### src/core/imtc_pkg.sv
// Purpose: Shared constants and types for the two-wire master controller.
// Assumes: Avalon-MM slave with 32-bit data, byte addresses, 25 MHz clock.
// Notes:   Bus lines are open-drain; enable high pulls the line low.
package imtc_pkg;

    // ----------------------------------------------------------------
    // Register map (byte addresses)
    // ----------------------------------------------------------------
    localparam logic [3:0] OFS_DATA = 4'h0;
    localparam logic [3:0] OFS_STAT = 4'h4;
    localparam logic [3:0] OFS_CTRL = 4'h8;
    localparam logic [3:0] OFS_BRG = 4'hC;

    // ----------------------------------------------------------------
    // Field positions
    // ----------------------------------------------------------------
    localparam int CTL_EN = 7;
    localparam int CTL_START = 6;
    localparam int CTL_STOP = 5;
    localparam int CTL_FLUSH = 4;
    localparam int CTL_NAK = 3;
    localparam int CTL_TXI = 2;
    localparam int ST_TDE = 7;
    localparam int ST_RDF = 6;
    localparam int ST_ACK = 5;
    localparam int ST_NACK_INTERRUPT_FLAG = 4;
    localparam int ST_BUSY = 3;

    // ----------------------------------------------------------------
    // Reset values and counts
    // ----------------------------------------------------------------
    localparam logic [15:0] BRG_RST = 16'h0019;
    localparam logic [7:0] DATA_RST = 8'h00;
    localparam logic [2:0] LAST_BIT = 3'h7;
    localparam logic [1:0] PH_SET = 2'h0;
    localparam logic [1:0] PH_RISE = 2'h1;
    localparam logic [1:0] PH_HIGH = 2'h2;
    localparam logic [1:0] PH_FALL = 2'h3;

    // ----------------------------------------------------------------
    // Types
    // ----------------------------------------------------------------
    typedef enum logic [3:0] {
        S_IDLE,
        S_START,
        S_BITS,
        S_TXSTALL,
        S_ACK,
        S_TXWAIT,
        S_NACKHOLD,
        S_RXWAIT,
        S_STOP
    } imtc_state_t;

    // One sample of both bus lines
    typedef struct packed {
        logic scl;
        logic sda;
    } imtc_pins_t;

    // Software control bits
    typedef struct packed {
        logic controller_enable;
        logic start;
        logic stop;
        logic nak;
        logic tx_irq_enable;
    } imtc_ctrl_t;

endpackage

### src/core/imtc_tick.sv
// Purpose: Quarter-bit enable pulse for the serial bus timing.
// Assumes: Divisor comes from a software register; zero acts as one.
// Notes:   Counter restarts while run is low so each transfer starts aligned.
module imtc_tick
    import imtc_pkg::*;
#(
    parameter int W = 16
) (
    input wire logic clk,
    input wire logic srst,
    input wire logic run,
    input wire logic [W-1:0] div,
    output logic tick
);

    logic [W-1:0] cnt_reg;
    logic [W-1:0] cnt_next;
    logic hit;

    // ----------------------------------------------------------------
    // Divider
    // ----------------------------------------------------------------
    assign hit = run && (cnt_reg + W'(1) >= div);
    assign cnt_next = (!run || hit) ? '0 : cnt_reg + W'(1);

    // Count and one-cycle pulse
    always_ff @(posedge clk) begin
        if (srst) begin
            cnt_reg <= '0;
            tick <= 1'b0;
        end else begin
            cnt_reg <= cnt_next;
            tick <= hit;
        end
    end

endmodule

### src/core/imtc_core.sv
// Purpose: Master-only two-wire controller with Avalon-MM register access.
// Assumes: Slaves may stretch the clock line; the controller waits for it.
// Notes:   Open-drain pins: *_out is always 0, *_oe high pulls the line low.
module imtc_core
    import imtc_pkg::*;
(
    input wire logic clk,
    input wire logic srst,
    input wire logic [3:0] avs_address,
    input wire logic avs_read,
    input wire logic avs_write,
    input wire logic [31:0] avs_writedata,
    output logic [31:0] avs_readdata,
    output logic avs_waitrequest,
    input wire logic scl_in,
    output logic scl_out,
    output logic scl_oe,
    input wire logic sda_in,
    output logic sda_out,
    output logic sda_oe,
    output logic irq
);

    // ----------------------------------------------------------------
    // Declarations
    // ----------------------------------------------------------------
    imtc_state_t state_reg, state_next;
    logic [1:0] phase_reg, phase_next;
    logic [2:0] bitcnt_reg, bitcnt_next;
    logic [7:0] shift_reg, shift_next;
    logic [7:0] tx_data_reg;
    logic [7:0] rx_data_reg;
    logic [15:0] brg_reg;
    imtc_ctrl_t ctrl_reg;
    logic tde_reg, rdf_reg, ack_reg, nack_interrupt_flag_reg;
    logic is_addr_reg, is_addr_next;
    logic rd_mode_reg, rd_mode_next;
    logic addr_rd_reg, addr_rd_next;
    logic smp_reg, smp_next;
    logic scl_oe_next, sda_oe_next;
    imtc_pins_t sync1_reg, sync2_reg;
    logic tick;

    // FSM side effects toward registers
    logic load_tx;
    logic set_rdf;
    logic set_nack_interrupt_flag;
    logic ack_upd;
    logic clr_start;
    logic clr_stop;

    // ----------------------------------------------------------------
    // Pin synchroniser
    // ----------------------------------------------------------------
    // Two stages; only the second is looked at by the logic
    always_ff @(posedge clk) begin
        if (srst) begin
            sync1_reg <= '1;
            sync2_reg <= '1;
        end else begin
            sync1_reg <= '{scl: scl_in, sda: sda_in};
            sync2_reg <= sync1_reg;
        end
    end

    // ----------------------------------------------------------------
    // Avalon-MM decode
    // ----------------------------------------------------------------
    // One wait cycle per access: request seen, then accepted
    wire req = avs_read || avs_write;
    wire acc = req && !avs_waitrequest;
    wire wr_acc = acc && avs_write;
    wire rd_acc = acc && avs_read;
    wire wr_data = wr_acc && (avs_address == OFS_DATA);
    wire wr_stat = wr_acc && (avs_address == OFS_STAT);
    wire wr_ctrl = wr_acc && (avs_address == OFS_CTRL);
    wire wr_brg = wr_acc && (avs_address == OFS_BRG);
    wire rd_data = rd_acc && (avs_address == OFS_DATA);
    wire busy = (state_reg != S_IDLE);

    wire [7:0] stat_val = {tde_reg, rdf_reg, ack_reg, nack_interrupt_flag_reg, busy, 3'h0};
    wire [7:0] ctrl_val = {ctrl_reg.controller_enable, ctrl_reg.start,
                           ctrl_reg.stop, 1'b0, ctrl_reg.nak,
                           ctrl_reg.tx_irq_enable, 2'h0};
    wire [31:0] rd_mux =
        (avs_address == OFS_DATA) ? {24'h0, rx_data_reg} :
        (avs_address == OFS_STAT) ? {24'h0, stat_val} :
        (avs_address == OFS_CTRL) ? {24'h0, ctrl_val} :
        (avs_address == OFS_BRG) ? {16'h0, brg_reg} : 32'h0;

    // Handshake; unmapped reads return zero, writes are dropped
    always_ff @(posedge clk) begin
        if (srst) begin
            avs_waitrequest <= 1'b1;
            avs_readdata <= 32'h0;
        end else begin
            avs_waitrequest <= !(req && avs_waitrequest);
            if (req && avs_waitrequest) begin
                avs_readdata <= rd_mux;
            end
        end
    end

    // ----------------------------------------------------------------
    // Control register
    // ----------------------------------------------------------------
    // Software writes win over the hardware self-clear
    always_ff @(posedge clk) begin
        if (srst) begin
            ctrl_reg <= '0;
            brg_reg <= BRG_RST;
        end else begin
            if (wr_ctrl) begin
                ctrl_reg.controller_enable <= avs_writedata[CTL_EN];
                ctrl_reg.start <= avs_writedata[CTL_START];
                ctrl_reg.stop <= avs_writedata[CTL_STOP];
                ctrl_reg.nak <= avs_writedata[CTL_NAK];
                ctrl_reg.tx_irq_enable <= avs_writedata[CTL_TXI];
            end else begin
                if (clr_start) begin
                    ctrl_reg.start <= 1'b0;
                end
                if (clr_stop) begin
                    ctrl_reg.stop <= 1'b0;
                end
            end
            if (wr_brg) begin
                brg_reg <= avs_writedata[15:0];
            end
        end
    end

    // ----------------------------------------------------------------
    // Data and status flags
    // ----------------------------------------------------------------
    wire flush = wr_ctrl && avs_writedata[CTL_FLUSH]
                 && (avs_writedata[CTL_START] || avs_writedata[CTL_STOP]);

    // A data write wins over a load: the old byte is shifted, new one kept
    always_ff @(posedge clk) begin
        if (srst) begin
            tx_data_reg <= DATA_RST;
            tde_reg <= 1'b1;
        end else if (wr_data) begin
            tx_data_reg <= avs_writedata[7:0];
            tde_reg <= 1'b0;
        end else if (load_tx || flush) begin
            tde_reg <= 1'b1;
        end
    end

    // Receive byte; a hardware set beats a clearing read
    always_ff @(posedge clk) begin
        if (srst) begin
            rx_data_reg <= DATA_RST;
            rdf_reg <= 1'b0;
        end else if (set_rdf) begin
            rx_data_reg <= shift_reg;
            rdf_reg <= 1'b1;
        end else if (rd_data) begin
            rdf_reg <= 1'b0;
        end
    end

    // Nack flag clears by writing 1; set wins. Ack bit follows sample
    always_ff @(posedge clk) begin
        if (srst) begin
            nack_interrupt_flag_reg <= 1'b0;
            ack_reg <= 1'b0;
        end else begin
            if (set_nack_interrupt_flag) begin
                nack_interrupt_flag_reg <= 1'b1;
            end else if (wr_stat && avs_writedata[ST_NACK_INTERRUPT_FLAG]) begin
                nack_interrupt_flag_reg <= 1'b0;
            end
            if (ack_upd) begin
                ack_reg <= !smp_reg;
            end
        end
    end

    // ----------------------------------------------------------------
    // Interrupt request
    // ----------------------------------------------------------------
    wire irq_src = (ctrl_reg.tx_irq_enable && tde_reg)
                   || rdf_reg || nack_interrupt_flag_reg;

    always_ff @(posedge clk) begin
        if (srst) begin
            irq <= 1'b0;
        end else begin
            irq <= ctrl_reg.controller_enable && irq_src;
        end
    end

    // ----------------------------------------------------------------
    // Bit timing
    // ----------------------------------------------------------------
    // Quarter-bit pulses only while a transfer is in flight
    imtc_tick #(
        .W(16)
    ) u_tick (
        .clk(clk),
        .srst(srst),
        .run(busy),
        .div(brg_reg),
        .tick(tick)
    );

    // High phase waits for the line really high: slaves may stretch
    wire scl_hi = sync2_reg.scl;
    wire step = tick && ((phase_reg != PH_HIGH) || scl_hi);
    wire bit_end = step && (phase_reg == PH_FALL);
    wire may_restart = ctrl_reg.start && !ctrl_reg.stop && !tde_reg;
    wire wr_byte = !rd_mode_reg;

    // ----------------------------------------------------------------
    // Transaction sequencer
    // ----------------------------------------------------------------
    always_comb begin
        state_next = state_reg;
        phase_next = step ? phase_reg + 2'h1 : phase_reg;
        bitcnt_next = bitcnt_reg;
        shift_next = shift_reg;
        is_addr_next = is_addr_reg;
        rd_mode_next = rd_mode_reg;
        addr_rd_next = addr_rd_reg;
        smp_next = smp_reg;
        scl_oe_next = scl_oe;
        sda_oe_next = sda_oe;
        load_tx = 1'b0;
        set_rdf = 1'b0;
        set_nack_interrupt_flag = 1'b0;
        ack_upd = 1'b0;
        clr_start = 1'b0;
        clr_stop = 1'b0;
        case (state_reg)
            S_IDLE: begin
                phase_next = PH_SET;
                scl_oe_next = 1'b0;
                sda_oe_next = 1'b0;
                // Needs both the request and a written byte
                if (ctrl_reg.controller_enable && ctrl_reg.start
                    && !tde_reg) begin
                    state_next = S_START;
                end
            end
            S_START: begin
                // Also serves as repeated start from a low clock line
                if (step) begin
                    case (phase_reg)
                        PH_SET: sda_oe_next = 1'b0;
                        PH_RISE: scl_oe_next = 1'b0;
                        PH_HIGH: sda_oe_next = 1'b1;
                        default: begin
                            scl_oe_next = 1'b1;
                            clr_start = 1'b1;
                            load_tx = 1'b1;
                            shift_next = tx_data_reg;
                            is_addr_next = 1'b1;
                            rd_mode_next = 1'b0;
                            addr_rd_next = tx_data_reg[0];
                            bitcnt_next = LAST_BIT;
                            state_next = S_BITS;
                        end
                    endcase
                end
            end
            S_BITS: begin
                if (step) begin
                    case (phase_reg)
                        PH_SET: sda_oe_next = wr_byte && !shift_reg[7];
                        PH_RISE: scl_oe_next = 1'b0;
                        PH_HIGH: shift_next = {shift_reg[6:0], sync2_reg.sda};
                        default: scl_oe_next = 1'b1;
                    endcase
                end
                if (bit_end) begin
                    bitcnt_next = bitcnt_reg - 3'h1;
                    if (bitcnt_reg == 3'h0) begin
                        // Stall only when no more data and no start/stop
                        if (wr_byte && tde_reg && !addr_rd_reg
                            && !ctrl_reg.start && !ctrl_reg.stop) begin
                            state_next = S_TXSTALL;
                        end else begin
                            state_next = S_ACK;
                        end
                    end
                end
            end
            S_TXSTALL: begin
                // Clock held low; ack clock waits for byte n+1
                phase_next = PH_SET;
                if (!tde_reg || ctrl_reg.start || ctrl_reg.stop) begin
                    state_next = S_ACK;
                end
            end
            S_ACK: begin
                // Ninth clock: slave answers on writes, master on reads
                if (step) begin
                    case (phase_reg)
                        PH_SET: sda_oe_next = !wr_byte && !ctrl_reg.nak;
                        PH_RISE: scl_oe_next = 1'b0;
                        PH_HIGH: smp_next = sync2_reg.sda;
                        default: scl_oe_next = 1'b1;
                    endcase
                end
                if (bit_end) begin
                    bitcnt_next = LAST_BIT;
                    if (!wr_byte) begin
                        set_rdf = 1'b1;
                        state_next = S_RXWAIT;
                    end else begin
                        ack_upd = 1'b1;
                        is_addr_next = 1'b0;
                        if (smp_reg && ctrl_reg.stop) begin
                            state_next = S_STOP;
                        end else if (smp_reg) begin
                            set_nack_interrupt_flag = 1'b1;
                            state_next = S_NACKHOLD;
                        end else if (is_addr_reg && addr_rd_reg) begin
                            rd_mode_next = 1'b1;
                            state_next = ctrl_reg.stop ? S_STOP : S_BITS;
                        end else begin
                            state_next = S_TXWAIT;
                        end
                    end
                end
            end
            S_TXWAIT: begin
                phase_next = PH_SET;
                if (may_restart) begin
                    state_next = S_START;
                end else if (!tde_reg) begin
                    load_tx = 1'b1;
                    shift_next = tx_data_reg;
                    state_next = S_BITS;
                end else if (ctrl_reg.stop) begin
                    state_next = S_STOP;
                end
            end
            S_NACKHOLD: begin
                // Bus held with the clock low until software decides
                phase_next = PH_SET;
                if (ctrl_reg.stop) begin
                    state_next = S_STOP;
                end else if (may_restart) begin
                    state_next = S_START;
                end
            end
            S_RXWAIT: begin
                // Next byte fetched only once software has read this one
                phase_next = PH_SET;
                if (!rdf_reg) begin
                    if (ctrl_reg.stop) begin
                        state_next = S_STOP;
                    end else if (may_restart) begin
                        state_next = S_START;
                    end else begin
                        state_next = S_BITS;
                    end
                end
            end
            S_STOP: begin
                if (step) begin
                    case (phase_reg)
                        PH_SET: sda_oe_next = 1'b1;
                        PH_RISE: scl_oe_next = 1'b0;
                        PH_HIGH: sda_oe_next = 1'b1;
                        default: begin
                            sda_oe_next = 1'b0;
                            clr_stop = 1'b1;
                            state_next = S_IDLE;
                        end
                    endcase
                end
            end
            default: begin
                state_next = S_IDLE;
            end
        endcase
    end

    // ----------------------------------------------------------------
    // Sequencer state
    // ----------------------------------------------------------------
    always_ff @(posedge clk) begin
        if (srst) begin
            state_reg <= S_IDLE;
            phase_reg <= PH_SET;
            bitcnt_reg <= LAST_BIT;
            shift_reg <= DATA_RST;
        end else begin
            state_reg <= state_next;
            phase_reg <= phase_next;
            bitcnt_reg <= bitcnt_next;
            shift_reg <= shift_next;
        end
    end

    // Transfer attributes and sample
    always_ff @(posedge clk) begin
        if (srst) begin
            is_addr_reg <= 1'b0;
            rd_mode_reg <= 1'b0;
            addr_rd_reg <= 1'b0;
            smp_reg <= 1'b1;
        end else begin
            is_addr_reg <= is_addr_next;
            rd_mode_reg <= rd_mode_next;
            addr_rd_reg <= addr_rd_next;
            smp_reg <= smp_next;
        end
    end

    // ----------------------------------------------------------------
    // Pin drivers
    // ----------------------------------------------------------------
    // Lines only ever pulled low; the level is fixed at zero
    always_ff @(posedge clk) begin
        if (srst) begin
            scl_oe <= 1'b0;
            sda_oe <= 1'b0;
            scl_out <= 1'b0;
            sda_out <= 1'b0;
        end else begin
            scl_oe <= scl_oe_next;
            sda_oe <= sda_oe_next;
            scl_out <= 1'b0;
            sda_out <= 1'b0;
        end
    end

endmodule

### config.mk
export PLATFORM = sky130hd
export DESIGN_NAME = imtc_core
export DESIGN_NICKNAME = d
export VERILOG_FILES = /design/src/core/imtc_pkg.sv /design/src/core/imtc_tick.sv /design/src/core/imtc_core.sv
export SDC_FILE = /design/constraint.sdc
export NUM_CORES = 1
export LEC_CHECK = 0
export ABC_AREA = 1
export BUFFER_PORTS_ARGS = -buffer_cell sky130_fd_sc_hd__buf_2
export CAP_MARGIN = 20
export CELL_PAD_IN_SITES_DETAIL_PLACEMENT = 2
export CELL_PAD_IN_SITES_GLOBAL_PLACEMENT = 2
export CORE_ASPECT_RATIO = 0.5
export CORE_MARGIN = 5
export CORE_UTILIZATION = 33
export CTS_BUF_LIST = sky130_fd_sc_hd__clkbuf_8
export DETAILED_ROUTE_END_ITERATION = 8
export PLACE_DENSITY = 0.86
export REMOVE_ABC_BUFFERS = 1
export SYNTH_ARGS = -nofsm -noshare
export SYNTH_HDL_FRONTEND = slang
export SYNTH_HIERARCHICAL = 1
export SYNTH_SLANG_ARGS = --single-unit
### constraint.sdc
create_clock -name clk -period 3.25 [get_ports clk]
set_clock_uncertainty 0.15 [all_clocks]
set_input_delay 0.4875 -clock clk [delete_from_list [all_inputs] [get_ports clk]]
set_output_delay 0.4875 -clock clk [all_outputs]
set_load 0.01 [all_outputs]
==> metrics.md <==
| Metric | Value |
|---|---|
| Status | finished clean |
| R2r setup slk | 0.35 ns |
| Initial Utilization | 33.5% |
| Setup Buffers After CTS | 0 |
| CP endpoint kind | flop |
| Slew @ Worst Pin | 0.610 ns |
| CP dominant cell by count | nor2_1 |
| CTS tree | yes |
| Std cell rows | 33 |
| Hpwl dp | 14200 um |
| Die Wd | 192 um |
| Startpoint types | flop |
| Top cell type's share of synthesized area | 37.8% |
| Worst min path class | input port to flop |
| Peak Freq | 345 MHz |
| Count of pins over their slew limit | 0 |
| Global-route wire length before repair | 29600 um |
| Synth Area in Simple Gates | 30.6% |
| Leak | 0.00268 uW |
| Drt pass-1 iters | 4 |
| Worst-path clk slew | 0.11 ns |
| Post-Synth Adder-Cell Area | 5.51% |
| Antenna violations before repair | 0 |
| Drt total wl | 18400 um |
| Drt wl/cell | 17.2 um |
| Post-Synth XOR/XNOR Area | 1.45% |
| Setup_tns | 0 ns |
| Gp weighted congestion | 0.825 |
| Most common cell after layout, fill and taps aside | nand2_1 |
| CTS sink count | 103 |
| Peak supply drop | 0.000208 V |
| Final Critical Period | 2.90 ns |
| CTS buffer count | 9 |
| CP max-delay cell | dfxtp_1 |
| Clock network fraction of total power | 28.0% |
| Vias post-DR | 5213 |
| Gate power share | 22.2% |
| Worst-Skew Late Latency | 0.38 ns |
| H-tree levels | 3 |
| Vias in the first global route | 5825 |
| Worst path max stage delay | 0.42 ns |
| Number of flops mapped to enable cells by yosys | 0 |
| Slew headroom | 59.3% |
| N_diodes | 0 |
| Unrepaired setup endpoints after global routing | no |
| Largest net degree at the start of global routing | 56 |
| Main combinational cell family by area after synthesis | simple AND/OR/NAND/NOR gates |
| Grt ovf | 0 |
| Total power | 2890 uW |
| Avg Inst Size Synth | 6.81 um^2 |
| Net switching fraction of the power | 35.3% |
| Int Pwr | 1870 uW |
| Final hold vios | 0 |
| Dominant cells by area after synthesis | dfxtp_1, nand2_1, nor2_1, inv_1, ha_1 |
| Share of layout cells above drive strength 1 | 11.5% |
| Mux cell area share after synthesis | 0% |
| Die Ht | 101 um |
| Seq/Total Area, Yosys | 37.8% |
| Final setup fails | 0 |
| Synth warnings | 6 |
| Yosys reg bits | 103 |
| Routed vias/inst | 4.87 |
| Core ar. | 0.0163 mm^2 |
| DR iter-0 viols | 217 |
| Fraction of registers with async set or reset after synthesis | 0% |
| Psw | 1020 uW |
| GRT Total Usage | 19.5% |
| Die ar. | 0.0193 mm^2 |
| Distinct cells, synth | 41 |
| Root Driver | clkbuf_8 |
| Max Cap Viol | 0 |
| ANT nets after route | 0 |
| Drt drc | 0 |
| Fin nets | 905 |
| Top_reg_cell synth | dfxtp_1 |
| Crit path kind | flop to flop |
| Sequential Power Share | 49.9% |
| Synth Area in Compound Gates | 13.1% |
| CP required | 3.42 ns |
| Number of port buffers | 45 |
| Cell area after synthesis | 0.00545 mm^2 |
| Final period util | 89.1% |
| Dominant cell type by area after synthesis | dfxtp_1 |
| I/O pins | 80 |
| CP max FO | 16 |
| WP data arrival | 3.06 ns |
| Syn-to-layout area delta | 10.5% |
| Power per Cell Area | 481 mW/mm^2 |
| Largest buffer count on any clock path | 2 |
| Synthesized instance count | 800 |
| Commonest cells after routing, fill and taps aside | nand2_1, nor2_1, dfxtp_1 |
| Crit path cell chain | nand3_2 > nor3_4 > nand2_2 > nor2_1 > nand2_1 > nand2_1 > inv_1 > ha_1 > a21oi_1 > o21ai_0 > nor2_1 > nand3_4 > nor2_1 |
-- worst paths after layout --
kind,start,endpoint,depth (start not counted)
hold reg to reg,sync1_reg[1],scl_hi,1
setup reg to reg,u_tick/cnt_reg[0],u_tick/cnt_reg[0],13
hold / removal,sda_in,sync1_reg[0],2
setup / recovery,u_tick/cnt_reg[0],u_tick/cnt_reg[0],13
-- cell usage after synthesis, types with 2 or more instances --
cell type  count
o211ai_1       5
clkbuf_1      10
inv_1        100
ha_1          24
nor2_2         6
nor2_4         4
inv_2          3
buf_6          2
or2_2          4
nand3_1       35
buf_4         18
dfxtp_1      103
nor3_1         2
a31oi_1        4
nand3b_1       2
o21ai_1        4
o2111ai_1      2
nand2_2        8
xor2_1         9
clkinv_1       2
nand4_1        8
a211oi_1       2
o22ai_1        2
buf_2          6
nand3_2        4
nand2_1      188
o21a_1         2
a21oi_1       47
o21ai_0       57
nor2_1       126
-- metrics by stage --
stage                     hold WS (ns)  instance area, um^2  cells  setup WS [ns]  utilization [%]
final                            0.143                 6020   1071          0.353             37.0
after global routing             0.135                 6020   1071         0.0831             37.0
after detailed placement         0.256                 5830   1055          0.286             35.8
after global placement           0.243                 5830   1055          0.566             35.8
after CTS                        0.131                 6010   1071          0.240             37.0
after floorplan                  0.239                 5280    780          0.965                -
-- critical path: cells and delay by family (launching register included) --
kind            cells  cell delay [ns]
buf+inv             1             0.05
simple gates        9             1.49
fa+ha+maj           1             0.33
compound gates      2             0.38
flops               1             0.42
-- metal layers --
layer	global-route usage [%]	routed length [um]	vias up	share of wire (%)
met3	3.15	443	20	2.4
met4	4.96	314	0	1.7
met1	22.3	7920	2568	43
met2	37.8	9700	54	53
met5	0	0	-	0
li1	-	-	2571	-
-- kinds of logic after synthesis --
logic type / count (synthesis)
DFF: 103
and+or+nand+nor: 390
xor gates and xnor gates: 9
other: 1
buffers and inverters: 142
AOI/OAI and AO/OA: 131
adders and majority gates: 24
-- area by class of cell --
class | count | area (um^2)
Fill cell | 2028 | 10200
Timing Repair Buffer | 48 | 260
Clock inverter | 6 | 48.8
Tap cell | 227 | 284
Inverter | 105 | 394
Clock buffer | 10 | 138
Multi-Input combinational cell | 572 | 2840
Sequential cell | 103 | 2060
-- power groups by stage --
stage          logic (uW)  registers [uW]  clock network [uW]
2_1_floorplan         427            1450                   0
3_3_place_gp          598            1460                   0
3_5_place_dp          643            1470                   0
4_1_cts               648            1440                 839
5_1_grt               729            1450                 886
6_report              641            1440                 810
-- timing repair --
action	in CTS	in global routing
gates resized for setup	0	1
hold buffers	0	0
endpoints found under the setup margin	0	9
No activity file was read; power rests on OpenSTA's default activity.
